==> config.mk <==
export PLATFORM = sky130hd
export DESIGN_NAME = fte_core
export DESIGN_NICKNAME = d
export VERILOG_FILES = /design/src/shared/fte_pkg.sv /design/src/core/fte_core.sv
export SDC_FILE = /design/constraint.sdc
export NUM_CORES = 1
export LEC_CHECK = 0
export ABC_AREA = 0
export BUFFER_PORTS_ARGS = -buffer_cell sky130_fd_sc_hd__buf_2
export CAP_MARGIN = 25
export CORE_AREA = 8 8 154 156
export DETAILED_ROUTE_END_ITERATION = 8
export DIE_AREA = 0 0 162 164
export PLACE_DENSITY = 0.81
export SKIP_LAST_GASP = 1
export SLEW_MARGIN = 20
export SYNTH_ARGS = -nofsm -noshare
export SYNTH_HDL_FRONTEND = slang
export SYNTH_SLANG_ARGS = --single-unit
==> constraint.sdc <==
create_clock -name clk_i -period 2.9 [get_ports clk_i]
set_input_delay 0.435 -clock clk_i [delete_from_list [all_inputs] [get_ports clk_i]]
set_output_delay 0.435 -clock clk_i [all_outputs]
set_load 0.05 [all_outputs]
==> src/shared/fte_pkg.sv <==
package fte_pkg;
  // ----------------------------------------------------------------
  // Vector numbers and layout constants
  // ----------------------------------------------------------------
  localparam logic [7:0]  VEC_BUS_ERR   = 8'h02;
  localparam logic [7:0]  VEC_ADDR_ERR  = 8'h03;
  localparam logic [7:0]  VEC_ILLEGAL   = 8'h04;
  localparam logic [7:0]  VEC_DIV_ZERO  = 8'h05;
  localparam logic [7:0]  VEC_BOUNDS    = 8'h06;
  localparam logic [7:0]  VEC_CONDTRAP  = 8'h07;
  localparam logic [7:0]  VEC_LINE_A    = 8'h0A;
  localparam logic [7:0]  VEC_LINE_F    = 8'h0B;
  localparam logic [7:0]  VEC_TRAP_BASE = 8'h20;
  localparam int          VEC_SHIFT     = 2;
  localparam logic [3:0]  OPC_LINE_A    = 4'hA;
  localparam logic [3:0]  OPC_LINE_F    = 4'hF;
  localparam logic [2:0]  OPC_CPID_NONE = 3'h0;
  localparam int          SR_S_BIT      = 13;
  localparam int          SR_T0_BIT     = 14;
  localparam int          SR_T1_BIT     = 15;
  localparam logic [3:0]  FMT_NORMAL    = 4'h0;
  localparam logic [3:0]  FMT_TRAP_ADDR = 4'h2;
  localparam logic [3:0]  FMT_SHORT     = 4'hA;
  localparam logic [3:0]  FMT_LONG      = 4'hB;
  localparam logic [31:0] VBR_RESET     = 32'h0000_0000;
  localparam logic [3:0]  REG_VBR       = 4'h0;
  localparam logic [3:0]  REG_STATUS    = 4'h4;
  localparam logic [3:0]  REG_CTRL      = 4'h8;

  // ----------------------------------------------------------------
  // Types
  // ----------------------------------------------------------------
  typedef enum logic [2:0] {
    TK_NONE, TK_TRAP, TK_COND, TK_OVF, TK_BOUND, TK_DIV
  } fte_tkind_type;

  typedef enum logic [1:0] {
    BK_DATA, BK_PREFETCH, BK_BREAKPOINT_INSTR, BK_COPROC
  } fte_bkind_type;

  typedef enum {ST_IDLE, ST_STACK, ST_VECTOR, ST_REFILL, ST_HALT} fte_state_type;

  typedef struct packed {
    logic          valid;
    logic [15:0]   opcode;
    logic          illegal;
    logic          control_register_move_bad;
    logic          ext_undef;
    fte_tkind_type kind;
    logic          cond_fail;
    logic          divisor_zero;
    logic [3:0]    trap_n;
  } fte_dec_type;

  typedef struct packed {
    logic [7:0]  vector;
    logic [3:0]  fmt;
    logic [31:0] stacked_pc;
    logic [15:0] sr_copy;
    logic        has_addr;
    logic [31:0] instr_addr;
  } fte_frame_type;
endpackage

==> src/core/fte_core.sv <==
`timescale 1ns/1ps
// Operation
// - Data access bus error starts exception processing right away.
// - Prefetch bus error waits until the faulted words are used.
// - Fault entry copies status, sets supervisor, clears both trace bits.
// - Bus error uses vector 2 and stacks offset, PC and status copy.
// - Bus error stacks the PC of the instruction executing at detection.
// - Short frame at instruction boundary, long frame mid-instruction.
// - Bus error during fault processing or return reload halts the core.
// - Only reset leaves the double fault halt.
// - Odd prefetch address raises address error without a bus cycle.
// - Address error follows bus error path with vector 3.
// - Address error during fault processing is a double fault.
// - Trap uses 32 plus n; conditional traps fire only on failure.
// - Divides trap when the divisor is zero.
// - Traps set supervisor, clear trace; pending trace follows the return.
// - Traps stack the address of the following instruction.
// - Traps other than the plain trap also stack the trapping address.
// - Invalid opcode or bad control register move uses vector 4.
// - Breakpoint acknowledge ended by bus error gives illegal instruction.
// - Top nibble 1010 opcodes raise vector 10.
// - Line F with coprocessor 0 and bad extension: vector 11 or privilege.
// - Coprocessor cycle ended by bus error gives line F exception.
// - Illegal opcodes are not executed and stack their own address.
// - Vector address is vector base plus four times the vector number.
// - Halt output is asserted while halted by a double fault.
module fte_core
  import fte_pkg::*;
(
  input  wire logic          clk_i,
  input  wire logic          rst_i,
  input  wire logic [3:0]    wb_adr_i,
  input  wire logic [31:0]   wb_dat_i,
  input  wire logic [3:0]    wb_sel_i,
  input  wire logic          wb_we_i,
  input  wire logic          wb_cyc_i,
  input  wire logic          wb_stb_i,
  output logic [31:0]        wb_dat_o,
  output logic               wb_ack_o,
  input  wire logic          bus_error_in_i,
  input  wire fte_bkind_type bus_kind_i,
  input  wire logic          pf_use_i,
  input  wire logic          pf_flush_i,
  input  wire logic          fetch_req_i,
  input  wire logic          fetch_odd_i,
  output logic               fetch_go_o,
  input  wire fte_dec_type   dec_i,
  input  wire logic [15:0]   status_register_i,
  input  wire logic [31:0]   cur_pc_i,
  input  wire logic [31:0]   next_pc_i,
  input  wire logic          at_boundary_i,
  input  wire logic          reset_seq_i,
  input  wire logic          rte_reload_i,
  input  wire logic          rte_done_i,
  output logic [15:0]        status_register_o,
  output logic               sr_load_o,
  output logic               priv_req_o,
  output fte_frame_type      frame_o,
  output logic               frame_valid_o,
  input  wire logic          frame_ready_i,
  output logic [31:0]        vec_addr_o,
  output logic               vec_req_o,
  input  wire logic          vec_ack_i,
  input  wire logic [31:0]   vec_pc_i,
  output logic [31:0]        new_pc_o,
  output logic               refill_req_o,
  input  wire logic          refill_done_i,
  output logic               trace_after_return_o,
  output logic               halt_o
);
  // ----------------------------------------------------------------
  // Registers and state
  // ----------------------------------------------------------------
  fte_state_type state_r;
  logic [31:0]   vbr_r;
  logic          defer_pf_r;
  logic          pf_pend_r;
  logic          fault_kind_r;
  logic          trace_defer_r;
  logic [15:0]   sr_nxt;

  wire logic busy   = (state_r != ST_IDLE) && (state_r != ST_HALT);
  wire logic idle   = (state_r == ST_IDLE);
  wire logic bus_error_in_d = bus_error_in_i && (bus_kind_i == BK_DATA);
  wire logic bus_error_in_p = bus_error_in_i && (bus_kind_i == BK_PREFETCH);
  wire logic odd_pf = fetch_req_i && fetch_odd_i;

  // A fault inside fault, reset or return-reload processing cannot be
  // stacked safely, so the core stops without touching memory.
  wire logic dbl_zone  = (busy && fault_kind_r) || reset_seq_i || rte_reload_i;
  wire logic dbl_fault = dbl_zone && (bus_error_in_i || odd_pf);

  // ----------------------------------------------------------------
  // Odd prefetch suppression
  // ----------------------------------------------------------------
  assign fetch_go_o = fetch_req_i && !fetch_odd_i && idle;

  // ----------------------------------------------------------------
  // Prefetch fault tracking
  // ----------------------------------------------------------------
  // With deferral off, a prefetch bus error is taken like a data error.
  wire logic pf_now = bus_error_in_p && !defer_pf_r;
  wire logic pf_hit = pf_use_i && (pf_pend_r || (bus_error_in_p && defer_pf_r));

  always_ff @(posedge clk_i) begin
    if (rst_i) begin
      pf_pend_r <= 1'b0;
    end else if (bus_error_in_p && defer_pf_r && !(pf_use_i && idle)) begin
      // A fault consumed in the cycle it arrives must not stay pending,
      // or it would be taken a second time on the next use.
      pf_pend_r <= 1'b1;
    end else if (pf_flush_i || (pf_hit && idle)) begin
      pf_pend_r <= 1'b0;
    end
  end

  // ----------------------------------------------------------------
  // Decode exception selection
  // ----------------------------------------------------------------
  wire logic line_a  = dec_i.opcode[15:12] == OPC_LINE_A;
  wire logic line_f  = dec_i.opcode[15:12] == OPC_LINE_F;
  wire logic cp_zero = dec_i.opcode[11:9] == OPC_CPID_NONE;
  wire logic sup     = status_register_i[SR_S_BIT];
  wire logic f_undef = line_f && cp_zero && dec_i.ext_undef;
  wire logic cp_bus_error_in = bus_error_in_i && (bus_kind_i == BK_COPROC);
  wire logic bk_bus_error_in = bus_error_in_i && (bus_kind_i == BK_BREAKPOINT_INSTR);

  logic       dec_hit;
  logic [7:0] dec_vec;
  logic       dec_trap;
  always_comb begin
    dec_hit  = 1'b0;
    dec_vec  = VEC_ILLEGAL;
    dec_trap = 1'b0;
    if (bk_bus_error_in) begin
      dec_hit = 1'b1;
    end else if (cp_bus_error_in) begin
      dec_hit = 1'b1;
      dec_vec = VEC_LINE_F;
    end else if (dec_i.valid) begin
      if (line_a) begin
        dec_hit = 1'b1;
        dec_vec = VEC_LINE_A;
      end else if (f_undef) begin
        dec_hit = sup;
        dec_vec = VEC_LINE_F;
      end else if (dec_i.illegal || dec_i.control_register_move_bad) begin
        dec_hit = 1'b1;
      end else begin
        dec_trap = 1'b1;
        case (dec_i.kind)
          TK_TRAP: begin
            dec_hit = 1'b1;
            dec_vec = VEC_TRAP_BASE + {4'h0, dec_i.trap_n};
          end
          TK_COND, TK_OVF: begin
            dec_hit = dec_i.cond_fail;
            dec_vec = VEC_CONDTRAP;
          end
          TK_BOUND: begin
            dec_hit = dec_i.cond_fail;
            dec_vec = VEC_BOUNDS;
          end
          TK_DIV: begin
            dec_hit = dec_i.divisor_zero;
            dec_vec = VEC_DIV_ZERO;
          end
          default: begin
            dec_trap = 1'b0;
          end
        endcase
      end
    end
  end

  // Privilege checks belong elsewhere; this only flags the user-state case.
  assign priv_req_o = idle && dec_i.valid && !line_a && f_undef && !sup;

  // ----------------------------------------------------------------
  // Entry arbitration
  // ----------------------------------------------------------------
  wire logic take_bus_error_in = idle && (bus_error_in_d || pf_now || pf_hit) && !dbl_fault;
  wire logic take_addr = idle && odd_pf && !dbl_fault && !take_bus_error_in;
  wire logic take_dec  = idle && dec_hit && !dbl_fault && !take_bus_error_in && !take_addr;
  // A bus error while stacking a trap frame is restarted as a bus fault.
  wire logic take_rest = busy && !fault_kind_r && bus_error_in_i;
  wire logic take_flt  = take_bus_error_in || take_addr || take_rest;
  wire logic take_any  = take_flt || take_dec;

  always_comb begin
    sr_nxt             = status_register_i;
    sr_nxt[SR_S_BIT]   = 1'b1;
    sr_nxt[SR_T0_BIT]  = 1'b0;
    sr_nxt[SR_T1_BIT]  = 1'b0;
  end

  always_ff @(posedge clk_i) begin
    if (rst_i) begin
      status_register_o <= 16'h0000;
      sr_load_o         <= 1'b0;
    end else begin
      sr_load_o <= take_any && !take_rest;
      if (take_any && !take_rest) begin
        status_register_o <= sr_nxt;
      end
    end
  end

  // ----------------------------------------------------------------
  // Frame contents
  // ----------------------------------------------------------------
  always_ff @(posedge clk_i) begin
    if (rst_i) begin
      frame_o      <= '0;
      fault_kind_r <= 1'b0;
    end else if (take_flt) begin
      fault_kind_r       <= 1'b1;
      frame_o.vector     <= take_addr ? VEC_ADDR_ERR : VEC_BUS_ERR;
      frame_o.stacked_pc <= cur_pc_i;
      frame_o.fmt        <= (at_boundary_i && !take_rest) ? FMT_SHORT : FMT_LONG;
      frame_o.has_addr   <= 1'b0;
      if (!take_rest) begin
        frame_o.sr_copy <= status_register_i;
      end
    end else if (take_dec) begin
      fault_kind_r       <= 1'b0;
      frame_o.vector     <= dec_vec;
      frame_o.sr_copy    <= status_register_i;
      frame_o.stacked_pc <= dec_trap ? next_pc_i : cur_pc_i;
      frame_o.has_addr   <= dec_trap && (dec_i.kind != TK_TRAP);
      frame_o.instr_addr <= cur_pc_i;
      frame_o.fmt        <= (dec_trap && (dec_i.kind != TK_TRAP)) ? FMT_TRAP_ADDR
                                                                  : FMT_NORMAL;
    end
  end

  // ----------------------------------------------------------------
  // Deferred trace of a trapping instruction
  // ----------------------------------------------------------------
  wire logic tr_on = status_register_i[SR_T0_BIT] || status_register_i[SR_T1_BIT];

  always_ff @(posedge clk_i) begin
    if (rst_i) begin
      trace_defer_r <= 1'b0;
    end else if (take_dec && dec_trap && tr_on) begin
      trace_defer_r <= 1'b1;
    end else if (rte_done_i) begin
      trace_defer_r <= 1'b0;
    end
  end
  assign trace_after_return_o = trace_defer_r && rte_done_i;

  // ----------------------------------------------------------------
  // Entry sequence
  // ----------------------------------------------------------------
  always_ff @(posedge clk_i) begin
    if (rst_i) begin
      state_r <= ST_IDLE;
    end else begin
      case (state_r)
        ST_IDLE: begin
          if (dbl_fault) begin
            state_r <= ST_HALT;
          end else if (take_any) begin
            state_r <= ST_STACK;
          end
        end
        ST_STACK, ST_VECTOR, ST_REFILL: begin
          if (dbl_fault) begin
            state_r <= ST_HALT;
          end else if (take_rest) begin
            state_r <= ST_STACK;
          end else if (state_r == ST_STACK && frame_ready_i) begin
            state_r <= ST_VECTOR;
          end else if (state_r == ST_VECTOR && vec_ack_i) begin
            state_r <= ST_REFILL;
          end else if (state_r == ST_REFILL && refill_done_i) begin
            state_r <= ST_IDLE;
          end
        end
        ST_HALT: begin
          state_r <= ST_HALT;
        end
        default: begin
          state_r <= ST_IDLE;
        end
      endcase
    end
  end

  always_ff @(posedge clk_i) begin
    if (rst_i) begin
      new_pc_o <= 32'h0000_0000;
    end else if (state_r == ST_VECTOR && vec_ack_i) begin
      new_pc_o <= vec_pc_i;
    end
  end

  assign frame_valid_o = (state_r == ST_STACK);
  assign vec_req_o     = (state_r == ST_VECTOR);
  assign refill_req_o  = (state_r == ST_REFILL);
  assign halt_o        = (state_r == ST_HALT);
  assign vec_addr_o    = vbr_r + (32'(frame_o.vector) << VEC_SHIFT);

  // ----------------------------------------------------------------
  // Wishbone register slave
  // ----------------------------------------------------------------
  wire logic wb_hit = wb_cyc_i && wb_stb_i && !wb_ack_o;

  always_ff @(posedge clk_i) begin
    if (rst_i) begin
      wb_ack_o <= 1'b0;
    end else begin
      wb_ack_o <= wb_hit;
    end
  end

  always_ff @(posedge clk_i) begin
    if (rst_i) begin
      vbr_r      <= VBR_RESET;
      defer_pf_r <= 1'b1;
    end else if (wb_hit && wb_we_i) begin
      if (wb_adr_i == REG_VBR) begin
        for (int b = 0; b < 4; b++) begin
          if (wb_sel_i[b]) begin
            vbr_r[8*b +: 8] <= wb_dat_i[8*b +: 8];
          end
        end
      end else if (wb_adr_i == REG_CTRL && wb_sel_i[0]) begin
        defer_pf_r <= wb_dat_i[0];
      end
    end
  end

  always_ff @(posedge clk_i) begin
    if (rst_i) begin
      wb_dat_o <= 32'h0000_0000;
    end else if (wb_hit) begin
      case (wb_adr_i)
        REG_VBR:    wb_dat_o <= vbr_r;
        REG_STATUS: wb_dat_o <= {18'h0, pf_pend_r, trace_defer_r, frame_o.fmt,
                                 frame_o.vector[5:0], busy, halt_o};
        REG_CTRL:   wb_dat_o <= {31'h0, defer_pf_r};
        default:    wb_dat_o <= 32'h0000_0000;
      endcase
    end
  end
endmodule

==> impl_metrics.csv, run 1 <==
group,metric,value,unit
grt,grt_usage,0.227,
grt,grt_max_degree,84,
route,via_per_inst,5.42,
cells_and_area,nNetsFinal,1636,
setup_path,cp.required,2470,ps
timing,max_freq,316,MHz
setup_path,r2r_cells,7,
cells_and_area,nFillCells,1864,
grt,grt_pass1_vias,9269,
die,io_pins,414,
die,start_util,0.409,
setup_path,worstPathArrival,2730,ps
setup_path,cp-start-kind,"flip-flop",
setup_path,cp_num_buf_inv,4,
setup_path,endpoint_kind,"primary output",
power_and_ir_drop,p_total,0.00731,W
route,firstDrtPassIters,5,
placement,hpwlAfterDp,24500,µm
setup_path,critical_path.slowest_cell,"fa_2",
route,vias,9356,
timing,period_minus_slack,3160,ps
die,row_count,54,
run_status,violations,"setup timing",
synth,yosysWarnings,0,
cells_and_area,fin_util,0.576,
setup_path,cp_num_cells,12,
synth,yosysUniqueCellTypes,59,
cells_and_area,drive_above_1_share,0.394,
die,coreArea,21400,µm²
synth,syn_inst,1027,
grt,antenna_found_initial,3,
synth,syn-mean-instance-area,8.51,µm²
clock_network,clk_pin_slew,60,ps
die,fp.dieW,162,µm
cells_and_area,design_area,12300,µm²
clock_network,cts_root_buf,"clkbuf_16",
placement,dpl_cell_area,11100,µm²
route,wire_per_inst,19.2,µm
setup_path,cpLargestDelayFamily,"buffers and inverters",
timing,worstMarginPinSlew,994,ps
setup_path,crit_top_cell,"buf_6",
timing,relSlewSlack,0.337,
setup_path,cp_cell_sequence,"ha_4, inv_2, fa_2, nor2b_2, o21ai_2, a21oi_2, buf_4, o21ai_4, buf_6, nor2_4, xor2_2, buf_6",
synth,synth_edf_count,0,
synth,ys_async_sr_fraction,0,
cells_and_area,multi_input_area,4470,µm²
placement,pre_cts_slack,-21.6,ps
synth,synth_seq_cells,207,
placement,portBuffers,398,
timing,period_share,1.09,
timing,hold_viol_final,0,
route,drc_errors,0,
clock_network,clock-sinks,207,
placement,gp_congestion,0.958,
power_and_ir_drop,ir_worst_vdd,0.000474,V
die,die_h,164,µm
setup_path,slowest_delay,370,ps
run,maxCapViolCount,0,
setup_path,worst-path-max-fanout,5,
grt,grt_pass1_wl,49200,µm
min_path,worstHoldPathType,"in2reg",
die,die_area,26600,µm²
timing,fin_tns_setup,-2250,ps
power_and_ir_drop,p_leak,5.87,nW
route,wirelength,33000,µm
clock_network,ctsHtreeMaxLevel,1,
synth,ys.flop_type,"dfxtp_1",
synth,yosysSeqAreaShare,0.474,
power_and_ir_drop,p_per_area,595,nW/µm²
clock_network,clockBufferDepth,3,
cells_and_area,area_growth_syn_to_layout,40.6,%
synth,netlist_area,8740,µm²
setup_path,critical_path_class,"reg2out",
timing,fin_worst_skew,16.1,ps
timing,grt_setup_unrepaired,"yes",
timing,slew_violations,0,
grt,grt_remaining_overflow,0,
timing,setup_viol,17,
timing,finalWorstSetupSlack,-264,ps
route,drtIter0Drc,561,
run_status,status,"finished, violations left",
route,drtAntennaViolNets,0,
min_path,hold_depth,2,
cells_and_area,seq_area,4150,µm²
clock_network,cts_made_buffers,23,
clock_network,clock_latency,510,ps
clock_network,cts_tree,"done",
## placed cells by master (no fill, tap or decap), types with 11 or more instances in the layout
cell / n
a21oi_1: 146
buf_4: 54
mux2i_1: 14
buf_6: 15
a22o_2: 20
inv_1: 17
clkbuf_16: 23
o21ai_0: 11
nor2_1: 50
dfxtp_1: 203
a21o_1: 33
buf_2: 374
a22o_1: 38
nand3_1: 52
nand2_1: 206
## synth_stat cells, types with 6 or more instances
cell,instances,area (µm²)
a21o_1,33,248
a21oi_1,149,746
a22o_1,38,333
a22o_2,20,200
a22oi_1,10,75.1
and3_1,10,62.6
buf_2,13,65.1
buf_4,12,90.1
clkbuf_1,45,169
dfxtp_1,207,4140
ha_1,7,87.6
inv_1,18,67.6
mux2i_1,14,140
nand2_1,207,777
nand3_1,52,260
nand4_1,6,37.5
nor2_1,59,221
nor3_1,12,60.1
nor4_1,6,37.5
o21ai_0,15,75.1
xnor2_1,10,87.6
xor2_1,18,158
## sequential cells by signal, summed over array words and instances (netlist names)
name	flops
status_register_o	14
wb_dat_o	32
sr_load_o	1
pf_pend_r	1
new_pc_o	32
frame_o	89
defer_pf_r	1
state_r	3
wb_ack_o	1
trace_defer_r	1
vbr_r	32
## cell type report
type	count	area share
antenna	1	0.000204
clock buffer	29	0.0495
clock inverter	12	0.0136
inverter	18	0.00550
multi-input combinational	733	0.364
sequential	207	0.338
tap	280	0.0285
timing repair buffer	445	0.201
## logic make-up after synthesis
kind of cell	Yosys count	synth area share
AND/OR/NAND/NOR	388	0.202
other	1	0.000429
multiplexers	15	0.0173
buffers and inverters	92	0.0500
adder cells (fa/ha/maj)	8	0.0123
AO/OA/AOI/OAI	288	0.216
flip-flops	207	0.474
XOR/XNOR	28	0.0281
## final timing paths
path | startpoint | end | slack, ps
min | at_boundary_i | frame_o[81]$_SDFFE_PP0P_ | 120
min reg2reg | frame_o[6]$_SDFFE_PP0P_ | frame_o[6]$_SDFFE_PP0P_ | 450
max reg2reg | state_r[0]$_SDFFE_PP0P_ | frame_o[67]$_SDFFE_PP0P_ | 500
max | frame_o[85]$_SDFFE_PP0P_ | vec_addr_o[26] | -260
## worst reg2reg max path, cell delays in order (launching register included)
cell and delay (ps):
dfxtp_1 430, nor3_4 390, o21ai_1 290, o211ai_1 380
a21oi_2 50, buf_4 270, a22o_2 340, a21o_1 150
## per-layer routing
layer / share of wire / track usage / up-vias
li1: - / - / 4350
met4: 0.032 / 0.0804 / 4
met5: 0.00070 / 0 / -
met2: 0.50 / 0.410 / 488
met3: 0.10 / 0.0717 / 85
met1: 0.36 / 0.246 / 4429
## repair_timing
item | in CTS | in global routing
hold endpoints to repair | 0 | 0
hold buffers | 0 | 0
pin swaps | 10 | 12
setup endpoints to repair | 23 | 23
buffers inserted | 5 | 6
gates resized for setup | 61 | 28
## power breakdown
part / internal [W] / switching (W)
Clock: 0.00184 / 0.00118
Combinational: 0.000346 / 0.000888
Sequential: 0.00297 / 0.0000793
Total: 0.00516 / 0.00215
## stage by stage
step | std cells | hold slack (ps)
CTS | 1718 | 99.3
floorplan | 1032 | 426
global placement | 1672 | 437
finish | 1725 | 119
global route | 1725 | 123
detailed placement | 1672 | 443
Note: power is estimated with default switching activity, not from simulation.
==> run 2: changes to the inputs <==
ABC_AREA = 1   (was 0)
BUFFER_PORTS_ARGS = not set   (was -buffer_cell sky130_fd_sc_hd__buf_2)
DONT_BUFFER_PORTS = 1   (was not set)
PLACE_DENSITY = 0.69   (was 0.81)
==> impl_metrics.csv, run 2 <==
group,metric,value,unit
power_and_ir_drop,internal_power,0.00568,W
grt,grt_remaining_overflow,0,
clock_network,clock-sinks,207,
synth,synth_seq_cells,207,
setup_path,critical_path_class,"reg2out",
power_and_ir_drop,ir_worst_vdd,0.000549,V
die,die_h,164,µm
synth,synthTopCellsByArea,"dfxtp_1 (43%), nand2_1 (12%), nor2_1 (8.3%), a21oi_1 (6.1%), o21ai_0 (4.8%)",
synth,yosysTopAreaCell,"dfxtp_1",
setup_path,r2r_cells,13,
min_path,worstHoldPathType,"in2reg",
power_and_ir_drop,switching_share,0.429,
grt,grt_pass1_vias,8444,
timing,hold_viol_final,0,
synth,synth_edf_count,0,
cells_and_area,layout_commonest_cell,"nand2_1",
synth,ys_async_sr_fraction,0,
clock_network,cts_made_buffers,23,
setup_path,r2r_start,"state_r[0]$_SDFFE_PP0P_",
synth,yosysUniqueCellTypes,43,
clock_network,cts_root_buf,"clkbuf_16",
timing,slew_violations,0,
grt,grt_max_degree,87,
route,firstDrtPassIters,5,
synth,syn-mean-instance-area,7.23,µm²
clock_network,clk_pin_slew,60,ps
cells_and_area,nNetsFinal,1576,
cells_and_area,largest_register_ffs,89,
run,maxCapViolCount,0,
setup_path,worstPathArrival,2840,ps
synth,syn_inst,1323,
timing,period_minus_slack,3270,ps
timing,setup_viol,20,
setup_path,cp.required,2470,ps
route,via_per_inst,5.32,
setup_path,cp-start-kind,"flip-flop",
placement,hpwlAfterDp,24700,µm
route,drtIter0Drc,618,
route,wirelength,33800,µm
synth,ys.flop_type,"dfxtp_1",
grt,antenna_found_initial,2,
synth,synth_top_area_share,0.433,
timing,finalWorstSetupSlack,-372,ps
clock_network,ctsHtreeMaxLevel,1,
timing,hold_ws,60.1,ps
power_and_ir_drop,p_leak,4.82,nW
die,io_pins,414,
cells_and_area,drive_above_1_share,0.190,
grt,grt_usage,0.237,
grt,grt_pass1_wl,49500,µm
cells_and_area,area_growth_syn_to_layout,23.1,%
setup_path,endpoint_kind,"primary output",
die,row_count,54,
die,coreArea,21400,µm²
timing,period_share,1.13,
route,drtAntennaViolNets,0,
run_status,violations,"setup timing",
power_and_ir_drop,pwr-share-comb,0.209,
power_and_ir_drop,p_switching,0.00428,W
timing,grt_setup_unrepaired,"yes",
synth,synth_common_cells,"nand2_1 (296), nor2_1 (212), dfxtp_1 (207)",
timing,fin_worst_skew,11.6,ps
cells_and_area,layout_common_cells,"nand2_1 (290), nor2_1 (202), dfxtp_1 (202)",
placement,pre_cts_slack,-55.7,ps
clock_network,clockBufferDepth,3,
synth,yosysWarnings,0,
route,drc_errors,0,
die,start_util,0.448,
timing,worstMarginPinSlew,747,ps
die,die_area,26600,µm²
die,fp.dieW,162,µm
route,wire_per_inst,20.3,µm
min_path,holdCritStartpoint,"wb_dat_i[13]",
power_and_ir_drop,power_frac_seq,0.495,
timing,max_freq,306,MHz
clock_network,clock_latency,510,ps
setup_path,worst-path-max-fanout,3,
setup_path,startpoint,"vbr_r[2]$_SDFFE_PP0P_",
min_path,hold_depth,2,
power_and_ir_drop,p_clk_frac,0.296,
synth,synth.most_common_cell,"nand2_1",
synth,netlist_area,9570,µm²
timing,relSlewSlack,0.500,
route,vias,8851,
placement,portBuffers,0,
clock_network,cts_tree,"done",
cells_and_area,top_register,"frame_o",
run_status,status,"finished, violations left",
synth,yosysSeqAreaShare,0.433,
power_and_ir_drop,p_per_area,846,nW/µm²
placement,gp_congestion,0.861,
-- run 2: cells by family (layout without fill, tap and decap cells) --
kind of cell	count (synthesis)	after routing	share of synthesized area
and+or+nand+nor	622	622	0.275
AOI/OAI and AO/OA	256	256	0.146
DFF	207	207	0.433
buffers and inverters	182	238	0.0853
xor gates and xnor gates	27	27	0.0247
muxes	20	20	0.0235
adders and majority gates	8	8	0.0112
other	1	7	0.000392
-- run 2: metal layers --
| layer | track usage | wire (µm) | vias up |
|---|---|---|---|
| li1 | - | - | 4315 |
| met3 | 0.0992 | 4130 | 85 |
| met4 | 0.108 | 1470 | 2 |
| met2 | 0.398 | 16200 | 426 |
| met1 | 0.258 | 12000 | 4023 |
| met5 | 0 | 13 | - |
-- run 2: worst max-delay path, cell delays in order, from the launching register on --
cell and delay, ps:
dfxtp_2 360, ha_4 150, inv_2 30, fa_2 350, inv_2 70, nand3_2 80
nand2_4 90, a21oi_4 60, nor2_2 150, nand3_2 140, inv_2 110, nand2_4 60
nor3_4 220, and3_4 250, nor2_4 50, buf_12 150
-- run 2: power by group through the flow --
stage	clock network, W	registers, W	logic, W
6_report	0.00295	0.00493	0.00208
2_1_floorplan	0	0.00488	0.00162
3_3_place_gp	0	0.00499	0.00198
3_5_place_dp	0	0.00500	0.00203
5_1_grt	0.00314	0.00499	0.00230
4_1_cts	0.00301	0.00495	0.00209
-- run 2: cell type report --
type,instances,area [µm²]
diodes,1,2.50
clock buffers,34,707
clock inverters,7,68.8
fillers,1973,9580
inverters,105,399
multi-input cells,939,5100
flip-flops and latches,207,4160
well taps,280,350
repair buffers,92,990
-- run 2: stage by stage --
| step | power [W] | instances | setup TNS, ps | instance area [µm²] | utilization |
|---|---|---|---|---|---|
| global placement | 0.00697 | 1600 | 0 | 10500 | 0.493 |
| global route | 0.0104 | 1665 | -5460 | 11800 | 0.551 |
| CTS | 0.0100 | 1659 | -2700 | 11700 | 0.546 |
| detailed placement | 0.00703 | 1600 | -92.6 | 10500 | 0.493 |
| floorplan | 0.00651 | 1328 | -414 | 9800 | - |
| finish | 0.00996 | 1665 | -3560 | 11800 | 0.551 |
-- run 2: path summary, 6_finish.rpt --
kind / slack [ps] / end
worst max register to register: 560 / frame_o[76]$_SDFFE_PP0P_
worst min register to register: 490 / wb_dat_o[31]$_SDFFE_PP0P_
worst min-delay path: 60 / vbr_r[13]$_SDFFE_PP0P_
worst max-delay path: -370 / vec_addr_o[30]
-- run 2: repair_timing --
| action | in CTS | in global routing |
|---|---|---|
| pin swaps | 21 | 17 |
| hold endpoints to repair | 87 | 0 |
| gates resized for setup | 47 | 11 |
| setup endpoints to repair | 21 | 20 |
| hold buffers | 3 | 0 |
| buffers inserted | 15 | 5 |
